[config.mk]
export PLATFORM = sky130hd
export DESIGN_NAME = oss_dev_flat
export DESIGN_NICKNAME = d
export VERILOG_FILES = /design/src/inc/oss_pkg.sv /design/src/inc/oss_if.sv /design/src/hdl/oss_dev.sv /design/src/flat_wrapper.sv
export SDC_FILE = /design/constraint.sdc
export NUM_CORES = 1
export LEC_CHECK = 0
export BUFFER_PORTS_ARGS = -buffer_cell sky130_fd_sc_hd__buf_4
export CAP_MARGIN = 30
export CORE_MARGIN = 2
export CORE_UTILIZATION = 40
export DETAILED_ROUTE_END_ITERATION = 10
export MAX_ROUTING_LAYER = met4
export SYNTH_ARGS = -nofsm -noshare
export SYNTH_HDL_FRONTEND = slang
export SYNTH_SLANG_ARGS = --single-unit
export TNS_END_PERCENT = 30
[constraint.sdc]
create_clock -name I_CLK -period 2.2 [get_ports I_CLK]
set_input_delay 0.11 -clock I_CLK [delete_from_list [all_inputs] [get_ports I_CLK]]
set_output_delay 0.11 -clock I_CLK [all_outputs]
set_load 0.02 [all_outputs]
[src/inc/oss_pkg.sv]
// Shared constants for the octal low-side switch serial link.
// Notes on behaviour
// - Eight outputs, one command bit each.
// - Command bit 0 means ON, 1 means OFF.
// - Drain status returns during the command transfer.
// - Full duplex, one bit each way per clock.
// - Devices cascade through serial out to in.
// - Parallel devices share lines, separate chip selects.
// - One master drives the link at once.
// - Master waits fault report delay after select.
// - Protect disable low latches shorted output off.
// - Faulted output disabled even while deselected.
// - One output's fault leaves others untouched.
// - Select rise applies command, fall loads status.
// - Sample on clock fall, shift on rise.
// - Words travel MSB first, output 7 first.
// - Reset pin clears shifter, outputs off, keeps SO.
package oss_pkg;
    // *************************************************************
    // Word layout and reset values.
    // *************************************************************
    localparam int CMD_W = 8;
    localparam logic [7:0] CMD_ALL_OFF = 8'hFF;
    localparam logic [7:0] SHIFT_CLEAR = 8'h00;
    localparam logic SO_RESET = 1'h1;
    // Link pin samples after reset: select high, clock low, reset low.
    // Starting at the idle levels keeps a false select edge away.
    localparam logic [3:0] LINK_IDLE = 4'h4;
    // *************************************************************
    // Timing, in nanoseconds, microseconds and in cycles of the 50 MHz clock.
    // *************************************************************
    localparam int CLK_NS = 20;
    localparam int T_HALF_NS = 167;
    localparam int HALF_CYC = (T_HALF_NS + CLK_NS - 1) / CLK_NS;
    localparam int T_FAULT_US = 250;
    localparam int FAULT_CYC = (T_FAULT_US * 1000 + CLK_NS - 1) / CLK_NS;
endpackage

[src/inc/oss_if.sv]
// Serial link between the switch device and its bus master.
`timescale 1ns/1ps
interface oss_if;
    logic sclk;
    logic cs_b;
    logic mosi;
    logic rst_b;
    logic so;
    logic so_oe;
    logic so_line;
    // A released serial output reads high, as through a pull-up.
    assign so_line = so_oe ? so : 1'b1;
    modport dev (
        input sclk,
        input cs_b,
        input mosi,
        input rst_b,
        output so,
        output so_oe
    );
    modport mst (
        output sclk,
        output cs_b,
        output mosi,
        output rst_b,
        input so_line
    );
endinterface

[src/hdl/oss_dev.sv]
// Device end: serial shifter, command latch and output fault logic.
`timescale 1ns/1ps
module oss_dev #(
    parameter int W = oss_pkg::CMD_W
) (
    input wire logic I_CLK, // System clock, 50 MHz.
    input wire logic I_RST_B, // Synchronous reset, active low.
    oss_if.dev link, // Serial link pins.
    input wire logic [W-1:0] I_SHORT, // Over-current sensed per output.
    input wire logic [W-1:0] I_OPEN, // Open load sensed per output.
    input wire logic I_SHORT_FAULT_LATCH_DISABLE, // High keeps limiting.
    output logic [W-1:0] O_OUT_ON, // Output switch conducting.
    output logic [W-1:0] O_LATCHED // Output latched off by a short.
);
    // *************************************************************
    // Parameter check.
    // *************************************************************
    generate
        if (W < 2) begin : g_bad_w
            $error("Word width must be at least two bits.");
        end
    endgenerate

    // *************************************************************
    // Input synchronisers.
    // *************************************************************
    localparam int NS = 2 * W + 5;
    logic [NS-1:0] raw;
    logic [NS-1:0] s1_q;
    logic [NS-1:0] s2_q;
    logic [3:0] prv_q;

    // All pin inputs are gathered so one pair of stages serves them.
    assign raw = {I_SHORT_FAULT_LATCH_DISABLE, I_OPEN, I_SHORT,
        link.rst_b, link.cs_b, link.sclk, link.mosi};

    // Two stages, then one more stage of the link pins for edges.
    // The stages reset to the idle pin levels, so no edge follows reset.
    always_ff @(posedge I_CLK) begin
        if (!I_RST_B) begin
            s1_q <= NS'(oss_pkg::LINK_IDLE);
            s2_q <= NS'(oss_pkg::LINK_IDLE);
            prv_q <= oss_pkg::LINK_IDLE;
        end else begin
            s1_q <= raw;
            s2_q <= s1_q;
            prv_q <= s2_q[3:0];
        end
    end

    // *************************************************************
    // Decoded pin states and edges.
    // *************************************************************
    logic si_s;
    logic sclk_s;
    logic cs_b_s;
    logic pin_rst_b_s;
    logic [W-1:0] short_s;
    logic [W-1:0] open_s;
    logic latch_dis_s;
    logic sclk_fall;
    logic sclk_rise;
    logic cs_fall;
    logic cs_rise;

    // Synchronised views of the pins.
    assign si_s = s2_q[0];
    assign sclk_s = s2_q[1];
    assign cs_b_s = s2_q[2];
    assign pin_rst_b_s = s2_q[3];
    assign short_s = s2_q[W+3:4];
    assign open_s = s2_q[2*W+3:W+4];
    assign latch_dis_s = s2_q[2*W+4];

    // Clock edges count only while selected before and after.
    assign sclk_fall = !cs_b_s && !prv_q[2] && prv_q[1] && !sclk_s;
    assign sclk_rise = !cs_b_s && !prv_q[2] && !prv_q[1] && sclk_s;
    assign cs_fall = prv_q[2] && !cs_b_s;
    assign cs_rise = !prv_q[2] && cs_b_s;

    // *************************************************************
    // State registers.
    // *************************************************************
    logic [W-1:0] shift_q;
    logic [W-1:0] shift_d;
    logic [W-1:0] cmd_q;
    logic [W-1:0] cmd_d;
    logic [W-1:0] latch_q;
    logic [W-1:0] latch_d;
    logic so_q;
    logic so_d;
    logic so_oe_q;
    logic [W-1:0] out_on_q;
    logic [W-1:0] on_cmd;
    logic [W-1:0] drain_hi;
    logic [W-1:0] short_hit;
    logic [W-1:0] latch_kept;

    // *************************************************************
    // Drain status and fault latch.
    // *************************************************************

    // A command bit of zero asks for the output to conduct.
    assign on_cmd = ~cmd_q;

    // Drain reads high when off and loaded, or when on and shorted.
    assign drain_hi = (on_cmd & (latch_q | short_s)) |
        (~on_cmd & ~open_s);

    // A short on an output that the applied command turns on latches
    // only that output off. The next command is used, so an output
    // that a new word switches off is never latched at select rise.
    assign short_hit = ~cmd_d & short_s & {W{!latch_dis_s}};

    // A new command or a reset pin pulse releases every latch.
    assign latch_kept = (cs_rise || !pin_rst_b_s) ? '0 : latch_q;

    // A short seen in the releasing cycle still latches; the set wins.
    assign latch_d = latch_kept | short_hit;

    // *************************************************************
    // Shifter, command latch and serial output.
    // *************************************************************

    // Select fall loads status, each clock fall takes one bit in.
    assign shift_d = !pin_rst_b_s ? oss_pkg::SHIFT_CLEAR :
        cs_fall ? drain_hi :
        sclk_fall ? {shift_q[W-2:0], si_s} :
        shift_q;

    // Select rise hands the shifted word to the outputs.
    assign cmd_d = !pin_rst_b_s ? oss_pkg::CMD_ALL_OFF :
        cs_rise ? shift_q :
        cmd_q;

    // The top bit leaves first and later holds bits for the next part.
    assign so_d = cs_fall ? drain_hi[W-1] :
        sclk_rise ? shift_q[W-1] :
        so_q;

    // Registered state; the reset pin leaves the serial output alone.
    always_ff @(posedge I_CLK) begin
        if (!I_RST_B) begin
            shift_q <= oss_pkg::SHIFT_CLEAR;
            cmd_q <= oss_pkg::CMD_ALL_OFF;
            latch_q <= '0;
            so_q <= oss_pkg::SO_RESET;
            so_oe_q <= 1'b0;
            out_on_q <= '0;
        end else begin
            shift_q <= shift_d;
            cmd_q <= cmd_d;
            latch_q <= latch_d;
            so_q <= so_d;
            so_oe_q <= !cs_b_s;
            out_on_q <= ~cmd_d & ~latch_d;
        end
    end

    // *************************************************************
    // Outputs.
    // *************************************************************

    // Pins and switch drives come straight from flip-flops.
    assign link.so = so_q;
    assign link.so_oe = so_oe_q;
    assign O_OUT_ON = out_on_q;
    assign O_LATCHED = latch_q;
endmodule // oss_dev

[src/flat_wrapper.sv]
// flat-port wrapper written by rule: the top's interface ports become plain ports
module oss_dev_flat 
#(
    parameter int W = oss_pkg::CMD_W
)
  (I_CLK, I_RST_B, I_SHORT, I_OPEN, I_SHORT_FAULT_LATCH_DISABLE, O_OUT_ON, O_LATCHED, link_sclk, link_cs_b, link_mosi, link_rst_b, link_so, link_so_oe);
  oss_if link_i ();
  input wire logic I_CLK;
  input wire logic I_RST_B;
  input wire logic [W-1:0] I_SHORT;
  input wire logic [W-1:0] I_OPEN;
  input wire logic I_SHORT_FAULT_LATCH_DISABLE;
  output logic [W-1:0] O_OUT_ON;
  output logic [W-1:0] O_LATCHED;
  input wire logic [$bits(link_i.sclk)-1:0] link_sclk;
  input wire logic [$bits(link_i.cs_b)-1:0] link_cs_b;
  input wire logic [$bits(link_i.mosi)-1:0] link_mosi;
  input wire logic [$bits(link_i.rst_b)-1:0] link_rst_b;
  output wire logic [$bits(link_i.so)-1:0] link_so;
  output wire logic [$bits(link_i.so_oe)-1:0] link_so_oe;
  assign link_i.sclk = link_sclk;
  assign link_i.cs_b = link_cs_b;
  assign link_i.mosi = link_mosi;
  assign link_i.rst_b = link_rst_b;
  assign link_so = link_i.so;
  assign link_so_oe = link_i.so_oe;
  oss_dev #(.W(W)) u_core (.I_CLK(I_CLK), .I_RST_B(I_RST_B), .link(link_i), .I_SHORT(I_SHORT), .I_OPEN(I_OPEN), .I_SHORT_FAULT_LATCH_DISABLE(I_SHORT_FAULT_LATCH_DISABLE), .O_OUT_ON(O_OUT_ON), .O_LATCHED(O_LATCHED));
endmodule
**After elaboration in Yosys (flattened, before gate mapping)**

Index checks and enable logic that the tools add are counted.

- Muxes and demuxes: 7
- Bitwise logic cells: 13
- Reductions and logical operators: 17

Operator list:

| kind | count |
|---|---|
| $and A8 B8 Y8 | 5 |
| $mux W8 | 5 |
| $not A8 Y8 | 5 |
| $or A8 B8 Y8 | 3 |
| $logic_and A1 B1 Y1 | 7 |
| $logic_not A1 Y1 | 6 |
| $reduce_bool A2 Y1 | 2 |
| $mux W1 | 2 |
| $reduce_and A2 Y1 | 1 |
| $logic_or A1 B1 Y1 | 1 |

- Register bits: 79
- Output and inout port bits: 18

**Logic depth before layout (Yosys ltp)**

Gate-level depths: netlist (run 1).

- Depth after elaboration: 10
- Mapped depth: 5

**Least setup slack after synthesis (run 1)**

No wires, ideal clock.

- Kind: register to register
- From: register u_core.prv_q[2]
- To: register u_core.out_on_q[3] (netlist: u_core.O_OUT_ON[3])
- Library setup time: 0.061 ns
- Data arrival time: 1.119 ns
- Data required time: 2.139 ns
- Setup slack: 1.020 ns
- Cell stages (with the launch flop): 6
- Period minus slack after synthesis: 1.180 ns
- Cell sequence: dfxtp_1 -> nand2b_4 -> buf_6 -> buf_6 -> mux2i_2 -> and4_1

- Word-level cells in the longest chain between the ends: 10
- Elaborated cells between the ends (all ways): 12
- Those cells by class: mux: 3; bitwise: 6; reduce/logical: 3

Ends and longest elaborated chain:

| element | RTL line | text |
|---|---|---|
| from (decl) | oss_dev.sv:31 | `logic [3:0] prv_q;` |
| from (signal assigned) | oss_dev.sv:43 | `prv_q <= oss_pkg::LINK_IDLE;` |
| from (signal assigned) | oss_dev.sv:47 | `prv_q <= s2_q[3:0];` |
| $logic_not A1 Y1 * | oss_dev.sv:79 | `assign cs_rise = !prv_q[2] && cs_b_s;` |
| $logic_and A1 B1 Y1 * | oss_dev.sv:79 |  |
| $mux W8 | oss_dev.sv:133 | `cs_rise ? shift_q :` |
| $mux W8 | oss_dev.sv:132 | `assign cmd_d = !pin_rst_b_s ? oss_pkg::CMD_ALL_OFF :` |
| $not A8 Y8 | oss_dev.sv:113, oss_dev.sv:156 |  |
| $and A8 B8 Y8 (2 in a row) | oss_dev.sv:113 | `assign short_hit = ~cmd_d & short_s & {W{!latch_dis_s}};` |
| $or A8 B8 Y8 | oss_dev.sv:119 | `assign latch_d = latch_kept \| short_hit;` |
| $not A8 Y8 | oss_dev.sv:156 | `out_on_q <= ~cmd_d & ~latch_d;` |
| $and A8 B8 Y8 * | oss_dev.sv:156 |  |
| to (signal assigned) | oss_dev.sv:156 |  |
| to (decl) | oss_dev.sv:93 | `logic [W-1:0] out_on_q;` |

Every way passes the cells marked *; elsewhere a longest branch is shown, timed or not.
A chain may end at the register's enable or synchronous reset.

**Worst setup path after layout (run 1)**

- From: register u_core.prv_q[2]
- To: register u_core.out_on_q[5] (netlist: u_core.O_OUT_ON[5])

Same word-level chain as after synthesis.

==> run metrics, run 1 <==
fill count 630; worst path required time 2.50 ns; actual slew at the worst max-slew pin 0.603 ns; row count 30; Setup TNS 0 ns; number of distinct library cells after synthesis 28; leakage power 0.00152 µW; Die H 86.8 µm; Logic pwr share 0.055; Crit. End Element register; CP Max Fanout 24; Routed Antenna Nets 0; H-tree Lvls 3; Via-to-Cell Ratio 4.93; final number of setup-violating endpoints 0; most frequent cell after synthesis dfxtp_1; GRT Residual Overflow 0; Syn Nets 280; Place WS 0.651 ns; Worst-path clk slew 0.08 ns; vias in the first global route 1942; DRC viols 0; I/O Buffers 40; DP Wirelength 3410 µm; crit start category register; Syn Inst Count around 260; area of the mapped netlist 2750 µm²; relative slew slack 0.597; CTS tree yes; EDFF count, synth 0; initial antenna violation count 0; HP Class input port to register; io pins 41; DR WL met2 ~2600 µm; final design utilization 0.522; # clock sinks slightly below 80; dpl cell area 3080 µm²; first-pass GRT wire length 9230 µm; DR pass1 iterations 8; syn_area_per_cell 10.7 µm²; Clk pwr share 0.413; Seq/Total Area, Yosys 0.569; WL per Instance between 10 and 15 µm; area of the die 7540 µm²; asr flop ratio synth 0; Die Wd 86.8 µm; Int Power 2180 µW; final worst path period share 0.734; detailed-route via count slightly below 2000; Clock Skew 0.00825 ns; Main synth FF type dfxtp_1; most frequent cells after synthesis dfxtp_1, and2_1, a21oi_1, nand2_1; Initial Util 0.409; power per cell area 790 nW/µm²; Synth area leaders dfxtp_1, and2_1, a21oi_1; All-Layer GR Usage 0.168; Sequential Power Share 0.531; DR WL met3 between 200 and 250 µm; Max Slew Vio Count 0; RSZ-0062 raised after global routing false; Final GP Congestion 0.792; maximum buffer depth of the clock tree 2; biggest area consumer among synthesized cells dfxtp_1; area delta synth->final 27.7%; Worst-Skew Late Latency 0.36 ns; fin crit period 1.61 ns; worst path arrival time 1.91 ns; Final Hold Viols 0; PnR worst setup slack 0.585 ns; synthesized flop and latch total ~80; DRT Wirelength approximately 5600 µm; YS warnings 0; layout net count ~340; top cell type's share of synthesized area 0.569; status complete, no violations; largest net degree at the start of global routing 39; Setup Crit Path Kind register to register; initial drt markers 117; post-route cell area approximately 3500 µm²; share of layout cells above drive strength 1 0.202; NetSw about 590 µW; Core Region 6720 µm²; top layer in use met4; M1 wire length 2680 µm; root buffer cell clkbuf_8; MaxCap Viol Count 0; TritonCTS buffer count 9; Fmax slightly above 600 MHz; n_diodes 0; worst vdd ir between 0.0004 and 0.0005 V; switching share of power 0.213
## power by group through the flow
stage                     combinational, µW  clock, µW  sequential, µW
after floorplan                        78.1          0            1500
after global placement                  121          0            1500
after detailed placement                123          0            1500
after CTS                               152       1170            1470
after global routing                    170       1230            1470
final                                   153       1140            1470
## critical path, cell delays in order, from the launching register on
cell	delay, ns
dfxtp_1	0.58
nand2b_4	0.44
mux2i_2	0.31
and4_1	0.22
## cells in the final DEF (no fill, tap or decap), drive strengths merged, types with 2 or more instances in the layout
cell	count
a21oi	16
a31o	8
a32oi	8
and2	42
and3	8
and4	8
buf	43
bufinv	2
clkbuf	10
clkinv	3
dfxtp	78
dlygate4sd3	21
inv	3
mux2i	8
nand2	16
nand2b	12
nor2b	11
o311ai	8
or3	8
## registers in the layout, indices dropped and copies added, names as in the netlist, 2 cells and up
signal and flops:
u_core.shift_q 8, u_core.O_OUT_ON 8, u_core.cmd_q 8, u_core.s2_q 21, u_core.O_LATCHED 8, u_core.s1_q 21, u_core.prv_q 2
## path summary, 6_finish.rpt
kind | from | to | slack (ns) | cells past startpoint
max | u_core.prv_q[2] | u_core.O_OUT_ON[5] | 0.59 | 3
min reg2reg | u_core.s1_q[2] | u_core.s2_q[2] | 0.42 | 1
min | I_RST_B | u_core.s1_q[2] | 0.04 | 2
max reg2reg | u_core.prv_q[2] | u_core.O_OUT_ON[5] | 0.59 | 3
## routing by layer
metal,global-route usage,vias up
met3,0.0371,13
met1,0.210,911
met2,0.252,44
met5,-,-
met4,0.0895,0
li1,-,1010
## kinds of logic after synthesis
logic type	Yosys count	synth area share
mux	8	0.0346
buf+inv	19	0.0360
flops	78	0.569
compound gates	44	0.118
simple gates	108	0.242
## cell type report
| class | instances | area [µm²] | share of cell area |
|---|---|---|---|
| clock buffers | 10 | 128 | 0.0364 |
| clock inverters | 6 | 86.3 | 0.0246 |
| well taps | 80 | 100 | 0.0286 |
| flip-flops and latches | 78 | 1560 | 0.446 |
| inverters | 3 | 11.3 | 0.00321 |
| multi-input cells | 160 | 1080 | 0.310 |
| repair buffers | 64 | 533 | 0.152 |
## what timing repair did
action,CTS,global route
buffers inserted,0,0
endpoints found under the hold margin,21,0
hold buffers,21,0
gates resized for setup,0,0
## through the flow
stage	power, µW	hold slack (ns)	std cells
finish	2770	0.0398	401
global route	2880	0.0536	401
CTS	2800	0.0312	401
detailed placement	1630	0.298	364
global placement	1620	0.296	364
floorplan	1570	0.211	257
Power figures use the tool's default switching activity.
==> inputs of run 2 (changes only) <==
==> constraint.sdc (replaced) <==
create_clock -name I_CLK -period 1.5 [get_ports I_CLK]
set_input_delay 0.075 -clock I_CLK [delete_from_list [all_inputs] [get_ports I_CLK]]
set_output_delay 0.075 -clock I_CLK [all_outputs]
set_load 0.02 [all_outputs]
==> run metrics, run 2 (synthesis results as in run 1) <==
HP Class input port to register; fill count 592 (-6.0%); MaxCap Viol Count 0 (unchanged); reg-to-reg slack, setup 0.24 ns (-0.35 ns); I/O Buffers 40 (unchanged); GRT Residual Overflow 0 (unchanged); RR Startpoint u_core.prv_q[2]; All-Layer GR Usage 0.154 (-0.0139); CP Max Fanout 24 (unchanged); final worst path period share 0.841 (+0.107); CP max-delay cell dfxtp_1; TritonCTS buffer count 9 (unchanged); first-pass GRT wire length 8710 µm (-5.6%); Die Wd 86.8 µm (unchanged); Crit. End Element register; Place WS 0.255 ns (-0.396 ns); detailed-route via count 1984 (+0.30%); root buffer cell clkbuf_8; layout net count 342 (+0.88%); Final GP Congestion 0.815 (+2.9%); Max Slew Vio Count 0 (unchanged); CTS tree yes; PnR worst setup slack 0.239 ns (-0.346 ns); vias in the first global route 1862 (-4.1%); Worst Hold Launch I_RST_B; Worst-Skew Late Latency 0.34 ns (-0.02 ns); DRC viols 0 (unchanged); power per cell area 1140 nW/µm² (+44%); Final Hold Viols 0 (unchanged); Worst-path clk slew 0.07 ns (about the same); worst path required time 1.78 ns (-0.72 ns); status complete, no violations; io pins 41 (unchanged); crit start category register; worst vdd ir 0.000520 V (+23%); Fmax 793 MHz (+28%); Via-to-Cell Ratio 4.91 (-0.44%); Critical Path Sink u_core.O_OUT_ON[6]; maximum buffer depth of the clock tree 2 (unchanged); Core Region 6720 µm² (unchanged); actual slew at the worst max-slew pin 0.343 ns (-0.260 ns); n_diodes 0 (unchanged); Die H 86.8 µm (unchanged); Setup TNS 0 ns (unchanged); WL per Instance 12.8 µm (-7.5%); largest net degree at the start of global routing 39 (unchanged); leakage power 0.00153 µW (+1.3%); DR pass1 iterations 6 (-2); RSZ-0062 raised after global routing false; post-cts resize count 0 (unchanged); CP startpoint u_core.prv_q[2]; H-tree Lvls 3 (unchanged); DRT Wirelength 5180 µm (-6.8%); initial drt markers 142 (+21%); Routed Antenna Nets 0 (unchanged); CP cell instances nand2b_4, mux2i_1, and4_1; row count 30 (unchanged); Largest regs u_core.s1_q: 21 flops, u_core.s2_q: 21 flops; fin crit period 1.26 ns (-0.354 ns); Storage cell area 1560 µm² (unchanged); commonest non-fill, non-tap cell in the layout dfxtp_1; # clock sinks 78 (unchanged); post-CTS setup buffer count 0 (unchanged); relative slew slack 0.771 (+0.174); final number of setup-violating endpoints 0 (unchanged); multi-input logic area 1080 µm² (unchanged); area of the die 7540 µm² (unchanged); Setup Crit Path Kind register to register; worst path arrival time 1.54 ns (-0.37 ns); Initial Util 0.409 (unchanged); initial antenna violation count 0 (unchanged); share of layout cells above drive strength 1 0.210 (+0.00738); Hold-fix buffers, CTS 21 (unchanged); RR Endpoint u_core.O_OUT_ON[6]; CP max stage delay 0.35 ns (-0.23 ns); Clock Skew 0.00562 ns (-0.00263 ns); most frequent cells in the layout dfxtp_1, buf_4, and2_1; area delta synth->final 29.2%; DP Wirelength 3330 µm (-2.4%); Reg2Reg Depth 3 (unchanged)
[run 2: per-layer routing]
layer | vias to the layer above | track usage | wire, µm | part of all wire
met5 | - | - | 0 | 0
met4 | 0 | 0.0639 | 112 | 0.022
met3 | 10 | 0.0314 | 140 | 0.027
met2 | 46 | 0.233 | 2470 | 0.48
met1 | 911 | 0.200 | 2460 | 0.47
li1 | 1017 | - | - | -
[run 2: report_power, final]
part	leakage [µW]	total, µW	switching [µW]	internal [µW]
registers	0.000638	2150	23.3	2130
logic	0.000787	231	93.3	137
clock network	0.000109	1650	703	952
total	0.00153	4040	820	3220
[run 2: critical path: cells and delay by family (launching register included)]
family / cells / cell delay (ns)
flip-flops: 1 / 0.35
multiplexers: 1 / 0.31
AND/OR/NAND/NOR: 2 / 0.53
[run 2: metrics by stage]
step / cells / util / instance area, µm² / power [µW] / hold slack (ns)
3_5_place_dp: 367 / 0.464 / 3120 / 2390 / 0.265
4_1_cts: 404 / 0.528 / 3550 / 4080 / 0.00960
6_report: 404 / 0.528 / 3550 / 4040 / 0.0166
3_3_place_gp: 367 / 0.464 / 3120 / 2390 / 0.262
2_1_floorplan: 257 / - / 2750 / 2310 / 0.176
5_1_grt: 404 / 0.528 / 3550 / 4190 / 0.0172
[run 2: worst min path at each step]
stage	to	slack [ns]	cells after the start
final	u_core.s1_q[2]	0.02	2
after detailed placement	u_core.s1_q[2]	0.26	2
after floorplan	u_core.s1_q[2]	0.18	1
after CTS	u_core.s1_q[2]	0.01	2
after global routing	u_core.s1_q[2]	0.02	2
after global placement	u_core.s1_q[2]	0.26	2
[run 2: cell type report]
class	count	area share
sequential	78	0.440
inverter	3	0.00318
multi-input combinational	160	0.306
clock inverter	2	0.0106
timing repair buffer	67	0.160
clock buffer	14	0.0515
tap	80	0.0282
==> inputs of run 3 (changes only) <==
==> constraint.sdc (replaced) <==
create_clock -name I_CLK -period 1.1 [get_ports I_CLK]
set_input_delay 0.055 -clock I_CLK [delete_from_list [all_inputs] [get_ports I_CLK]]
set_output_delay 0.055 -clock I_CLK [all_outputs]
set_load 0.02 [all_outputs]
==> run metrics, run 3 (synthesis results as in run 1) <==
largest net degree at the start of global routing 32 (-18%); Routed Antenna Nets 0 (unchanged); WL per Instance 14.0 µm (+9.3%); # clock sinks 78 (unchanged); Final GP Congestion 0.799 (-2.0%); GRT met1 Usage 0.220 (+0.0200); row count 30 (unchanged); crit start category register; Int Power 4230 µW (+31%); worst vdd ir 0.000733 V (+41%); worst path required time 1.39 ns (-0.39 ns); met3 Track Usage GR 0.0400 (+0.00857); layout net count 364 (+6.4%); status finished, violations left; TritonCTS buffer count 9 (unchanged); H-tree Lvls 3 (unchanged); Die H 86.8 µm (unchanged); Sequential Power Share 0.543 (+0.010); Core Region 6720 µm² (unchanged); n_diodes 0 (unchanged); GR Layer Usage met2 0.272 (+0.0389); PnR worst setup slack -0.0778 ns (-0.317 ns); detailed-route via count 2143 (+8.0%); fin crit period 1.18 ns (-0.0830 ns); area of the die 7540 µm² (unchanged); failing checks setup timing; vias in the first global route 1989 (+6.8%); CP Max Fanout 6 (-75%); DRT Wirelength 5960 µm (+15%); final number of setup-violating endpoints 16 (+16); Clock Skew 0.00794 ns (+0.00232 ns); Worst-path clk slew 0.08 ns (about the same); fill count 556 (-6.1%); DRC viols 0 (unchanged); GRT Residual Overflow 0 (unchanged); Storage cell area 1570 µm² (+0.80%); commonest non-fill, non-tap cell in the layout dfxtp_1; Initial Util 0.409 (unchanged); All-Layer GR Usage 0.176 (+0.0220); DR pass1 iterations 4 (-2); leakage power 0.00164 µW (+7.1%); busiest grt layer met2; worst path arrival time 1.46 ns (-0.08 ns); area delta synth->final 39.5%; Logic pwr share 0.067 (+0.010); actual slew at the worst max-slew pin 0.343 ns (-0.000299 ns); relative slew slack 0.769 (-0.00239); reg-to-reg slack, setup -0.08 ns (-0.32 ns); MaxCap Viol Count 0 (unchanged); Worst-Skew Late Latency 0.34 ns (about the same); NetSw 1180 µW (+44%); Clk pwr share 0.390 (-0.020); RSZ-0062 raised after global routing true; Fmax 849 MHz (+7.0%); Max Slew Vio Count 0 (unchanged); post-route cell area 3830 µm² (+8.0%); power per cell area 1410 nW/µm² (+24%); io pins 41 (unchanged); initial antenna violation count 0 (unchanged); Largest regs u_core.s1_q: 21 flops, u_core.s2_q: 21 flops; multi-input logic area 1190 µm² (+9.8%); post-CTS setup buffer count 0 (unchanged); Die Wd 86.8 µm (unchanged); share of layout cells above drive strength 1 0.315 (+0.105); Final Hold Viols 0 (unchanged); DP Wirelength 3630 µm (+9.1%); Setup Crit Path Kind register to register; maximum buffer depth of the clock tree 2 (unchanged); I/O Buffers 40 (unchanged); CTS tree yes; switching share of power 0.218 (+0.0147); dpl cell area 3280 µm² (+5.3%); root buffer cell clkbuf_8; most frequent cells in the layout dfxtp_1, buf_4, and2_1; initial drt markers 118 (-17%); first-pass GRT wire length 9670 µm (+11%); HP Class input port to register; Crit. End Element register; Fin Hold WS 0.0974 ns (+0.0808 ns); final worst path period share 1.07 (+0.230); Via-to-Cell Ratio 5.03 (+2.4%)
run 3: changes by cell type in the layout (fill, tap and decap cells not counted), sizes merged:
cell	previous run	this run
clkinvlp	1	2
clkbuf	14	11
nand2b	12	14
buf	46	66
clkinv	0	2
run 3: power by group through the flow:
stage                     Clock, µW  Sequential, µW  Combinational [µW]
after floorplan                   0            2990                 158
after global placement            0            3000                 274
after detailed placement          0            3000                 278
after CTS                      2180            2930                 356
after global routing           2290            2940                 400
final                          2110            2930                 365
run 3: cell type report:
cell class,instances,share of cell area
Tap cell,80,0.0261
Sequential cell,78,0.411
Clock inverter,5,0.0154
Timing Repair Buffer,87,0.196
Inverter,3,0.00359
Clock buffer,11,0.0369
Multi-Input combinational cell,162,0.311
run 3: metal layers:
| metal | share of wire | vias up | wire (µm) |
|---|---|---|---|
| met5 | 0 | - | 0 |
| met4 | 0.020 | 0 | 119 |
| met3 | 0.045 | 11 | 269 |
| met2 | 0.47 | 57 | 2820 |
| met1 | 0.46 | 1009 | 2760 |
| li1 | - | 1066 | - |
run 3: stage by stage:
stage | cells | worst slack (ns) | total power [µW] | utilization | setup TNS, ns
after floorplan | 257 | -0.0524 | 3150 | - | -0.582
after global placement | 386 | -0.0757 | 3270 | 0.488 | -1.42
after detailed placement | 386 | -0.156 | 3280 | 0.488 | -2.78
after CTS | 426 | -0.0576 | 5460 | 0.562 | -0.728
after global routing | 426 | -0.121 | 5630 | 0.570 | -1.69
final | 426 | -0.0778 | 5400 | 0.570 | -0.583
run 3: timing repair:
| action | in CTS | in global routing |
|---|---|---|
| hold buffers | 21 | 0 |
| endpoints found under the setup margin | 33 | 30 |
| gates resized for setup | 11 | 19 |
| hold endpoints to repair | 21 | 0 |
| gates cloned | 3 | 0 |
| pin swaps | 3 | 17 |
run 3: path summary, 6_finish.rpt:
path | start | end | cells after the start
hold reg to reg | u_core.s1_q[2] | u_core.s2_q[2] | 1
setup / recovery | u_core.prv_q[2] | u_core.O_OUT_ON[2] | 3
hold / removal | I_RST_B | u_core.s2_q[2] | 3
setup reg to reg | u_core.prv_q[2] | u_core.O_OUT_ON[2] | 3
run 3: critical path: stages, from the launching register on:
cell	delay (ns)
dfxtp_4	0.38
nand2b_4	0.24
mux2i_2	0.29
and4_1	0.21
